**config.mk**
```make
export PLATFORM = sky130hd
export DESIGN_NAME = region_attr_lookup
export DESIGN_NICKNAME = d
export VERILOG_FILES = /design/src/pkg/region_attr_pkg.sv /design/src/rtl/region_table_mem.sv /design/src/rtl/template_match.sv /design/src/rtl/region_attr_lookup.sv
export SDC_FILE = /design/constraint.sdc
export NUM_CORES = 1
export LEC_CHECK = 0
export BUFFER_PORTS_ARGS = -buffer_cell sky130_fd_sc_hd__buf_2
export CORE_MARGIN = 3
export CORE_UTILIZATION = 50
export DETAILED_ROUTE_END_ITERATION = 7
export GPL_ROUTABILITY_DRIVEN = 0
export PLACE_DENSITY = 0.73
export RECOVER_POWER = 100
export SLEW_MARGIN = 20
export SYNTH_ARGS = -nofsm -noshare
export SYNTH_HDL_FRONTEND = slang
export SYNTH_SLANG_ARGS = --single-unit
```
**constraint.sdc**
```tcl
create_clock -name i_clk -period 2.7 [get_ports i_clk]
set_input_delay 0.135 -clock i_clk [delete_from_list [all_inputs] [get_ports i_clk]]
set_output_delay 0.135 -clock i_clk [all_outputs]
set_load 0.05 [all_outputs]
```
**src/pkg/region_attr_pkg.sv**
```systemverilog
// Purpose: Shared constants and types for the region attribute lookup.
// Assumes: Register offsets are byte addresses in control register space.
// Notes:   Region configuration words sit in a block of eight aligned words.
package region_attr_pkg;

    // Register offsets
    localparam logic [15:0] BUS_CONTROL_OFS             = 16'h86FC;
    localparam logic [15:0] DEFAULT_TEMPLATE_CONFIG_OFS = 16'h8100;
    localparam logic [15:0] TEMPLATE0_BASE_OFS          = 16'h8108;
    localparam logic [15:0] TEMPLATE0_MASK_OFS          = 16'h810C;
    localparam logic [15:0] TEMPLATE1_BASE_OFS          = 16'h8110;
    localparam logic [15:0] TEMPLATE1_MASK_OFS          = 16'h8114;
    localparam logic [15:0] REGION_CONFIG_OFS           = 16'h8600;

    // Region table geometry
    localparam int NUM_REGIONS  = 8;
    localparam int NUM_RD_PORTS = 4;
    localparam int REGION_MSB   = 31;
    localparam int REGION_LSB   = 29;
    localparam logic [2:0] TOP_REGION_IDX = 3'h7;

    // Field positions
    localparam int WIDTH_MSB           = 23;
    localparam int WIDTH_LSB           = 22;
    localparam int BCTL_VALID_BIT      = 0;
    localparam int BCTL_USER_PROT_BIT  = 1;
    localparam int BCTL_SUP_PROT_BIT   = 2;
    localparam int TEMPLATE_ADDR_MSB   = 31;
    localparam int TEMPLATE_ADDR_LSB   = 12;
    localparam int TEMPLATE_CACHE_BIT  = 1;
    localparam int TEMPLATE_ENABLE_BIT = 0;
    localparam int DEFAULT_CACHE_BIT   = 1;

    // Reset values
    localparam logic [2:0]  BUS_CONTROL_RST     = 3'h0;
    localparam logic [31:0] REGION_CONFIG_RST   = 32'h0;
    localparam logic        TEMPLATE_ENABLE_RST = 1'b0;
    localparam logic        DEFAULT_CACHE_RST   = 1'b0;

    // Supervisor-protected span at the bottom of internal data RAM
    localparam logic [31:0] SUP_PROT_BYTES = 32'h40;

    typedef enum logic [1:0] {
        WIDTH_8    = 2'b00,
        WIDTH_16   = 2'b01,
        WIDTH_32   = 2'b10,
        WIDTH_RSVD = 2'b11
    } width_type;

    typedef enum logic [1:0] {
        BOOT_REGIONS     = 2'b00,
        BOOT_BUS_CONTROL = 2'b01,
        BOOT_DONE        = 2'b10
    } boot_type;

endpackage

```
**src/rtl/region_table_mem.sv**
```systemverilog
// Purpose: Eight-word region configuration store with registered read ports.
// Assumes: One write per cycle; each read port returns data one edge later.
// Notes:   Reset clears every cell so the top region starts at 8-bit width.
module region_table_mem
    import region_attr_pkg::*;
(
    input  wire logic                                i_clk,
    input  wire logic                                i_rst,
    input  wire logic                                i_we,
    input  wire logic [2:0]                          i_widx,
    input  wire logic [31:0]                         i_wdata,
    input  wire logic [NUM_RD_PORTS-1:0][2:0]        i_raddr,
    output logic      [NUM_RD_PORTS-1:0][31:0]       o_rdata
);

    typedef struct packed {
        logic [NUM_REGIONS-1:0][31:0]  cells;
        logic [NUM_RD_PORTS-1:0][31:0] rdata;
    } mem_state_type;

    mem_state_type s;
    mem_state_type next_s;

    // Read first, reads see the old word in the same cycle
    always_comb begin
        next_s = s;
        if (i_we) begin
            next_s.cells[i_widx] = i_wdata;
        end
        for (int p = 0; p < NUM_RD_PORTS; p++) begin
            next_s.rdata[p] = s.cells[i_raddr[p]];
        end
        if (i_rst) begin
            next_s.cells = '0;
            next_s.rdata = '0;
        end
    end

    always_ff @(posedge i_clk) begin
        s <= next_s;
    end

    assign o_rdata = s.rdata;

endmodule

```
**src/rtl/template_match.sv**
```systemverilog
// Purpose: Address compare of one logical template against an access.
// Assumes: Only address bits 31:12 take part in the compare.
// Notes:   Purely combinational; the caller registers the outcome.
module template_match (
    input  wire logic        i_enable,
    input  wire logic [19:0] i_addr,
    input  wire logic [19:0] i_base,
    input  wire logic [19:0] i_mask,
    output logic             o_match
);

    // Masked bits (mask 0) always agree, so a zero mask matches everything
    assign o_match = i_enable & (&((i_addr ~^ i_base) | ~i_mask));

endmodule

```
**src/rtl/region_attr_lookup.sv**
```systemverilog
// Purpose: Per-access bus width and cacheability lookup for the bus controller.
// Assumes: Access inputs are synchronous; length is 1 to 16 bytes; data RAM starts at 0.
// Notes:   Answer registered two edges after a request, from current contents.
//
// Notes on behaviour
// - All eight region registers are loaded from the boot control table automatically.
// - After reset the table is invalid and the top region applies everywhere.
// - Reset clears the top region register, giving 8-bit width to every external access; internal paths stay 32-bit.
// - Boot loads region registers first, then the bus control register.
// - Table-valid bit 0 selects per-region settings; clear means top region.
// - Bus control bit 2 blocks supervisor writes to first 64 RAM bytes.
// - Bus control bit 1 blocks user-mode writes to internal data RAM.
// - Internal memory and core registers use 32-bit paths; register cache 128-bit.
// - External access crossing a region boundary is split; each piece uses its region.
// - Region register update waits until the access in progress finishes.
// - Template base holds address bits 31:12; low twelve bits are zero.
// - Template base bit 1 enables data caching for matching accesses.
// - Template mask bits 31:12 choose which address bits are compared.
// - Accesses matching no template take cacheability from the default register.
// - Default register bit 1 enables write-through caching for unmatched areas.
// - Width field bits 23:22: 00 8-bit, 01 16-bit, 10 32-bit.
// - Template matches when all unmasked bits 31:12 equal the base.
// - Mask bit 0 activates a template; reset clears it.
module region_attr_lookup
    import region_attr_pkg::*;
(
    input  wire logic        i_clk,
    input  wire logic        i_rst,
    input  wire logic        i_boot_valid,
    input  wire logic [31:0] i_boot_data,
    output logic             o_boot_ready,
    output logic             o_boot_done,
    input  wire logic        i_reg_wr,
    input  wire logic        i_reg_rd,
    input  wire logic [15:0] i_reg_addr,
    input  wire logic [31:0] i_reg_wdata,
    output logic [31:0]      o_reg_rdata,
    output logic             o_reg_rvalid,
    input  wire logic        i_acc_req,
    input  wire logic [31:0] i_acc_addr,
    input  wire logic [4:0]  i_acc_len,
    input  wire logic        i_acc_write,
    input  wire logic        i_acc_user,
    input  wire logic        i_acc_internal,
    input  wire logic        i_acc_dram,
    input  wire logic        i_acc_lrc,
    input  wire logic        i_acc_busy,
    output logic             o_acc_valid,
    output logic [1:0]       o_bus_width,
    output logic             o_split,
    output logic [31:0]      o_split_addr,
    output logic [1:0]       o_split_width,
    output logic             o_path_internal,
    output logic             o_path_128,
    output logic             o_cacheable,
    output logic             o_write_through,
    output logic             o_write_block
);

    typedef struct packed {
        boot_type    boot;
        logic [2:0]  boot_cnt;
        logic        boot_ready;
        logic        boot_done;
        logic [2:0]  bus_control;
        logic        dflt_cache;
        logic [1:0][19:0] t_base;
        logic [1:0]  t_cache;
        logic [1:0][19:0] t_mask;
        logic [1:0]  t_enable;
        logic        pend_valid;
        logic [2:0]  pend_idx;
        logic [31:0] pend_data;
        logic        s1_acc;
        logic [31:0] s1_addr;
        logic        s1_split;
        logic [2:0]  s1_end_region;
        logic        s1_write;
        logic        s1_user;
        logic        s1_internal;
        logic        s1_dram;
        logic        s1_lrc;
        logic        s1_rd;
        logic [15:0] s1_rd_addr;
        logic        acc_valid;
        width_type   bus_width;
        logic        split;
        logic [31:0] split_addr;
        width_type   split_width;
        logic        path_internal;
        logic        path_128;
        logic        cacheable;
        logic        write_through;
        logic        write_block;
        logic [31:0] reg_rdata;
        logic        reg_rvalid;
    } state_type;

    state_type s;
    state_type next_s;

    // Region register window decode, used by the write and read paths
    function automatic logic is_region_reg(input logic [15:0] a);
        return a[15:5] == REGION_CONFIG_OFS[15:5];
    endfunction

    function automatic width_type width_of(input logic [31:0] cfg);
        return width_type'(cfg[WIDTH_MSB:WIDTH_LSB]);
    endfunction

    logic                          mem_we;
    logic [2:0]                    mem_widx;
    logic [31:0]                   mem_wdata;
    logic [NUM_RD_PORTS-1:0][2:0]  mem_raddr;
    logic [NUM_RD_PORTS-1:0][31:0] mem_rdata;
    logic [1:0]                    t_hit;
    logic [31:0]                   acc_end;

    // Last byte of the access decides whether it crosses into the next region
    assign acc_end = i_acc_addr + 32'(i_acc_len) - 32'h1;

    // Ports: first region, last-byte region, register read, top region
    assign mem_raddr[0] = i_acc_addr[REGION_MSB:REGION_LSB];
    assign mem_raddr[1] = acc_end[REGION_MSB:REGION_LSB];
    assign mem_raddr[2] = i_reg_addr[4:2];
    assign mem_raddr[3] = TOP_REGION_IDX;

    region_table_mem u_table (
        .i_clk   (i_clk),
        .i_rst   (i_rst),
        .i_we    (mem_we),
        .i_widx  (mem_widx),
        .i_wdata (mem_wdata),
        .i_raddr (mem_raddr),
        .o_rdata (mem_rdata)
    );

    // One comparator per logical template on the latched access address
    for (genvar t = 0; t < 2; t++) begin : g_tmpl
        template_match u_match (
            .i_enable (s.t_enable[t]),
            .i_addr   (s.s1_addr[TEMPLATE_ADDR_MSB:TEMPLATE_ADDR_LSB]),
            .i_base   (s.t_base[t]),
            .i_mask   (s.t_mask[t]),
            .o_match  (t_hit[t])
        );
    end

    // Table write port: boot load has priority over a deferred register write
    always_comb begin
        mem_we    = 1'b0;
        mem_widx  = s.pend_idx;
        mem_wdata = s.pend_data;
        if (s.boot == BOOT_REGIONS && i_boot_valid && s.boot_ready) begin
            mem_we    = 1'b1;
            mem_widx  = s.boot_cnt;
            mem_wdata = i_boot_data;
        end else if (s.pend_valid && !i_acc_busy) begin
            mem_we    = 1'b1;
        end
    end

    // Next-state logic for boot, registers, pending update and lookup
    always_comb begin
        logic [31:0] first_cfg;
        logic [31:0] end_cfg;
        logic        internal;
        logic        no_hit;
        first_cfg = '0;
        end_cfg   = '0;
        internal  = 1'b0;
        no_hit    = 1'b0;
        next_s    = s;

        // Boot sequence: eight region words, then the bus control word
        case (s.boot)
            BOOT_REGIONS: begin
                if (i_boot_valid && s.boot_ready) begin
                    next_s.boot_cnt = s.boot_cnt + 3'h1;
                    if (s.boot_cnt == TOP_REGION_IDX) begin
                        next_s.boot = BOOT_BUS_CONTROL;
                    end
                end
            end
            BOOT_BUS_CONTROL: begin
                if (i_boot_valid && s.boot_ready) begin
                    next_s.bus_control = i_boot_data[2:0];
                    next_s.boot        = BOOT_DONE;
                    next_s.boot_ready  = 1'b0;
                    next_s.boot_done   = 1'b1;
                end
            end
            BOOT_DONE: begin
                next_s.boot_ready = 1'b0;
            end
            default: begin
                next_s.boot = BOOT_DONE;
            end
        endcase

        // Deferred region update retires on the edge that writes it; boot words come first
        if (s.pend_valid && !i_acc_busy &&
            !(s.boot == BOOT_REGIONS && i_boot_valid && s.boot_ready)) begin
            next_s.pend_valid = 1'b0;
        end

        // Register writes; region words are parked until the bus is idle
        if (i_reg_wr) begin
            if (is_region_reg(i_reg_addr)) begin
                next_s.pend_valid = 1'b1;
                next_s.pend_idx   = i_reg_addr[4:2];
                next_s.pend_data  = i_reg_wdata;
            end
            case (i_reg_addr)
                BUS_CONTROL_OFS: begin
                    next_s.bus_control = i_reg_wdata[2:0];
                end
                DEFAULT_TEMPLATE_CONFIG_OFS: begin
                    next_s.dflt_cache = i_reg_wdata[DEFAULT_CACHE_BIT];
                end
                TEMPLATE0_BASE_OFS: begin
                    next_s.t_base[0]  = i_reg_wdata[TEMPLATE_ADDR_MSB:TEMPLATE_ADDR_LSB];
                    next_s.t_cache[0] = i_reg_wdata[TEMPLATE_CACHE_BIT];
                end
                TEMPLATE0_MASK_OFS: begin
                    next_s.t_mask[0]   = i_reg_wdata[TEMPLATE_ADDR_MSB:TEMPLATE_ADDR_LSB];
                    next_s.t_enable[0] = i_reg_wdata[TEMPLATE_ENABLE_BIT];
                end
                TEMPLATE1_BASE_OFS: begin
                    next_s.t_base[1]  = i_reg_wdata[TEMPLATE_ADDR_MSB:TEMPLATE_ADDR_LSB];
                    next_s.t_cache[1] = i_reg_wdata[TEMPLATE_CACHE_BIT];
                end
                TEMPLATE1_MASK_OFS: begin
                    next_s.t_mask[1]   = i_reg_wdata[TEMPLATE_ADDR_MSB:TEMPLATE_ADDR_LSB];
                    next_s.t_enable[1] = i_reg_wdata[TEMPLATE_ENABLE_BIT];
                end
                default: begin
                end
            endcase
        end

        // Stage 1: latch the request while the table words are read
        next_s.s1_acc        = i_acc_req;
        next_s.s1_addr       = i_acc_addr;
        next_s.s1_split      = acc_end[REGION_MSB:REGION_LSB] != i_acc_addr[REGION_MSB:REGION_LSB];
        next_s.s1_end_region = acc_end[REGION_MSB:REGION_LSB];
        next_s.s1_write      = i_acc_write;
        next_s.s1_user       = i_acc_user;
        next_s.s1_internal   = i_acc_internal;
        next_s.s1_dram       = i_acc_dram;
        next_s.s1_lrc        = i_acc_lrc;
        next_s.s1_rd         = i_reg_rd;
        next_s.s1_rd_addr    = i_reg_addr;

        // Stage 2: pick the region source, then the width of each piece
        if (s.bus_control[BCTL_VALID_BIT]) begin
            first_cfg = mem_rdata[0];
            end_cfg   = mem_rdata[1];
        end else begin
            first_cfg = mem_rdata[3];
            end_cfg   = mem_rdata[3];
        end
        internal = s.s1_internal | s.s1_dram | s.s1_lrc;
        no_hit   = ~|t_hit;
        next_s.acc_valid     = s.s1_acc;
        next_s.path_internal = internal;
        next_s.path_128      = s.s1_lrc;
        next_s.bus_width     = internal ? WIDTH_32 : width_of(first_cfg);
        next_s.split         = s.s1_split && !internal;
        next_s.split_addr    = {s.s1_end_region, 29'h0};
        next_s.split_width   = width_of(end_cfg);
        // Internal RAM is never cached; overlapping templates favour template 0
        if (internal) begin
            next_s.cacheable = 1'b0;
        end else if (t_hit[0]) begin
            next_s.cacheable = s.t_cache[0];
        end else if (t_hit[1]) begin
            next_s.cacheable = s.t_cache[1];
        end else begin
            next_s.cacheable = s.dflt_cache;
        end
        next_s.write_through = !internal && no_hit && s.dflt_cache;
        next_s.write_block   = s.s1_write && s.s1_dram &&
            ((s.s1_user && s.bus_control[BCTL_USER_PROT_BIT]) ||
             (!s.s1_user && s.bus_control[BCTL_SUP_PROT_BIT] &&
              s.s1_addr < SUP_PROT_BYTES));

        // Register read answer; unmapped offsets read as zero
        next_s.reg_rvalid = s.s1_rd;
        next_s.reg_rdata  = '0;
        if (is_region_reg(s.s1_rd_addr)) begin
            next_s.reg_rdata = mem_rdata[2];
        end else begin
            case (s.s1_rd_addr)
                BUS_CONTROL_OFS:             next_s.reg_rdata = {29'h0, s.bus_control};
                DEFAULT_TEMPLATE_CONFIG_OFS: next_s.reg_rdata = {30'h0, s.dflt_cache, 1'b0};
                TEMPLATE0_BASE_OFS: next_s.reg_rdata = {s.t_base[0], 10'h0, s.t_cache[0], 1'b0};
                TEMPLATE0_MASK_OFS: next_s.reg_rdata = {s.t_mask[0], 11'h0, s.t_enable[0]};
                TEMPLATE1_BASE_OFS: next_s.reg_rdata = {s.t_base[1], 10'h0, s.t_cache[1], 1'b0};
                TEMPLATE1_MASK_OFS: next_s.reg_rdata = {s.t_mask[1], 11'h0, s.t_enable[1]};
                default:            next_s.reg_rdata = '0;
            endcase
        end

        // Synchronous reset; the top region word is cleared in the table
        if (i_rst) begin
            next_s             = '0;
            next_s.boot        = BOOT_REGIONS;
            next_s.boot_ready  = 1'b1;
            next_s.bus_control = BUS_CONTROL_RST;
            next_s.t_enable    = {2{TEMPLATE_ENABLE_RST}};
            next_s.dflt_cache  = DEFAULT_CACHE_RST;
            next_s.bus_width   = WIDTH_8;
            next_s.split_width = WIDTH_8;
        end
    end

    always_ff @(posedge i_clk) begin
        s <= next_s;
    end

    // Every output is a state flop
    assign o_boot_ready    = s.boot_ready;
    assign o_boot_done     = s.boot_done;
    assign o_reg_rdata     = s.reg_rdata;
    assign o_reg_rvalid    = s.reg_rvalid;
    assign o_acc_valid     = s.acc_valid;
    assign o_bus_width     = s.bus_width;
    assign o_split         = s.split;
    assign o_split_addr    = s.split_addr;
    assign o_split_width   = s.split_width;
    assign o_path_internal = s.path_internal;
    assign o_path_128      = s.path_128;
    assign o_cacheable     = s.cacheable;
    assign o_write_through = s.write_through;
    assign o_write_block   = s.write_block;
endmodule

```
==> flow_metrics.tcl <==
set metrics [dict create \
    synth-seq-area-share 0.478 \
    crit_chain "dlygate4sd3_1 > buf_2 > inv_1 > ha_1 > nand4_1 > nor2_1 > a2111oi_4 > a211oi_1 > buf_4 > or3_4 > a21oi_2 > o211ai_1 > o211ai_1 > a21oi_1" \
    hpwlAfterDp_microns 39500 \
    synth_area_leaders "dfxtp_1, a211oi_1, mux4_2" \
    setup_viol 0 \
    ys_seq_elements 525 \
    wire_per_inst_microns 19.9 \
    finalWirelength_microns 62900 \
    io_pins 207 \
    tritoncts "done" \
    antenna_left 0 \
    drt_first_pass_iters 8 \
    postPlaceCellArea_sq_mm 0.0234 \
    violations "max-capacitance violations, max-slew violations" \
    finalCritPeriodShare 0.980 \
    crit_fanout 9 \
    vdd_drop_max_uv 540 \
    fill_cells 3576 \
    num_rows 76 \
    finalNetCount 2696 \
    yosys.area.top_type_share 0.478 \
    hold_class "in2reg" \
    finalHoldViolations 0 \
    syn_avg_cell_area_sq_um 9.35 \
    synth_warnings 0 \
    vias 18199 \
    p_per_area_mw_per_mm2 655 \
    synth_cell_types 55 \
    start_util 0.508 \
    arrival_ns 3.09 \
    cts-root-buf "clkbuf_16" \
    antenna_found_initial 9 \
    yosys-top-cells-count "dfxtp_1, nor2_1, nand2_1, a211oi_1, a21oi_1" \
    grt_max_degree 155 \
    clkSinkCount 525 \
    area_growth_pct 18.0 \
    synth.largest_area_cell "dfxtp_1" \
    required_ns 3.14 \
    fmax_mhz 378 \
    whs_ns 0.0188 \
    dieArea_sq_mm 0.0465 \
    numCtsBuffers 54 \
    ys_dominant_reg_cell "dfxtp_1" \
    crit_top_cell "o211ai_1" \
    grt_remaining_overflow 0 \
    crit_slowest_cell "dlygate4sd3_1" \
    insertion_delay_ns 0.60 \
    maxCapViolCount 1 \
    drv_slew 114 \
    skew_ns 0.0244 \
    critPathKind "in2reg" \
    netlist_instances 2350 \
    slew_headroom -0.426 \
    drt_iter0_markers 1850 \
    end_kind "register" \
    drc 0 \
    finalSetupTns_ns 0 \
    async_flop_share 0 \
    grt_pass1_wl_microns 98000 \
    core_area_sq_mm 0.0433 \
    path_clk_slew_ns 0.06 \
    status "finished with violations" \
    cp-start-kind "input port" \
    synth-edff-count 0 \
    netlist_area_sq_mm 0.0220 \
    cts_htree_levels 2 \
    worstMarginPinSlew_ns 2.14 \
    p_leak_nw 9.48 \
    total_power_mw 17.0 \
    yosysMostFrequentCell "dfxtp_1" \
    max_stage_delay_ns 0.51 \
    post-place-ws_ns -0.191 \
    cts_buffer_depth 3 \
    grt.total_usage 0.262 \
    fin_area_sq_mm 0.0259 \
    die_w_microns 216 \
    die_h_microns 216 \
    grt_pass1_vias 17849 \
    layout_min_cycle_time_ns 2.65 \
    vias_per_cell 5.76 \
    worst_slack_ns 0.0528 \
    drive_gt1_frac 0.150 \
    port_buffers 177 \
]
## layout make-up
cell class                 count  area, sq um  area share
inverter                      46          173     0.00666
tap                          585          732      0.0282
clock buffer                  81         1630      0.0628
timing repair buffer         336         2340      0.0903
sequential                   525        10500       0.405
multi-input combinational   1569        10300       0.399
antenna                        6         15.0    0.000579
clock inverter                14          178     0.00685
## cell families (layout without fill, tap and decap cells)
| logic type | after synthesis | in the layout | synth area share |
|---|---|---|---|
| compound gates | 521 | 521 | 0.161 |
| xor+xnor | 43 | 43 | 0.0171 |
| fa+ha+maj | 35 | 35 | 0.0199 |
| buf+inv | 284 | 477 | 0.0617 |
| flops | 525 | 525 | 0.478 |
| mux | 161 | 161 | 0.113 |
| other cells | 1 | 35 | 0.000171 |
| simple gates | 780 | 780 | 0.149 |
## what timing repair did
item | 4_1_cts | 5_1_grt
endpoints found under the setup margin | 0 | 10
hold buffers | 83 | 0
hold endpoints to repair | 172 | 0
resized for setup | 0 | 12
buffers inserted | 0 | 0
## metrics by stage
| stage | util | std cells |
|---|---|---|
| 2_1_floorplan | - | 2378 |
| 3_5_place_dp | 0.541 | 2978 |
| 3_3_place_gp | 0.541 | 2978 |
| 5_1_grt | 0.599 | 3161 |
| 4_1_cts | 0.602 | 3156 |
| 6_report | 0.599 | 3162 |
## flip-flops by register name, indices dropped and copies added, names as in the netlist, 2 cells and up
| signal | flops |
|---|---|
| o_bus_width | 2 |
| o_reg_rdata | 32 |
| o_split_addr | 3 |
| o_split_width | 2 |
| s | 182 |
| u_table.o_rdata | 38 |
| u_table.s | 256 |
## critical path, delay by kind of cell
family,cells,cell delay (ns)
fa+ha+maj,1,0.31
buf+inv,4,0.88
compound gates,6,1.04
simple gates,3,0.73
## worst paths after layout
path | start | endpoint | slack (ns) | cells past startpoint
hold / removal | i_rst | s[82] | 0.02 | 2
hold reg to reg | u_table.o_rdata[68] | o_reg_rdata[4] | 0.43 | 1
setup reg to reg | s[87] | o_reg_rdata[22] | 0.14 | 7
setup / recovery | i_acc_addr[11] | u_table.o_rdata[54] | 0.05 | 14
## placed cells by master (no fill, tap or decap), types with 29 or more instances in the layout
cell,instances
nand2_1,291
xor2_1,41
a21oi_1,147
o21ai_0,34
nor2_1,341
mux2i_1,71
ha_1,35
clkbuf_16,57
dfxtp_1,525
mux4_2,68
dlygate4sd3_1,83
buf_4,48
inv_1,46
nor2b_1,37
a211oi_1,260
conb_1,29
clkbuf_1,80
buf_2,115
## power breakdown
part	switching [mW]	internal, mW	leakage, nW
combinational	0.879	0.569	4.33
clock	2.99	4.51	0.893
sequential	0.109	7.92	4.26
## per-layer routing
layer | global-route usage | vias up | part of all wire
met5 | 0 | - | 0.00054
met3 | 0.0574 | 157 | 0.090
li1 | - | 8558 | -
met2 | 0.418 | 868 | 0.45
met1 | 0.350 | 8610 | 0.42
met4 | 0.104 | 6 | 0.038
Power figures use the tool's default switching activity.
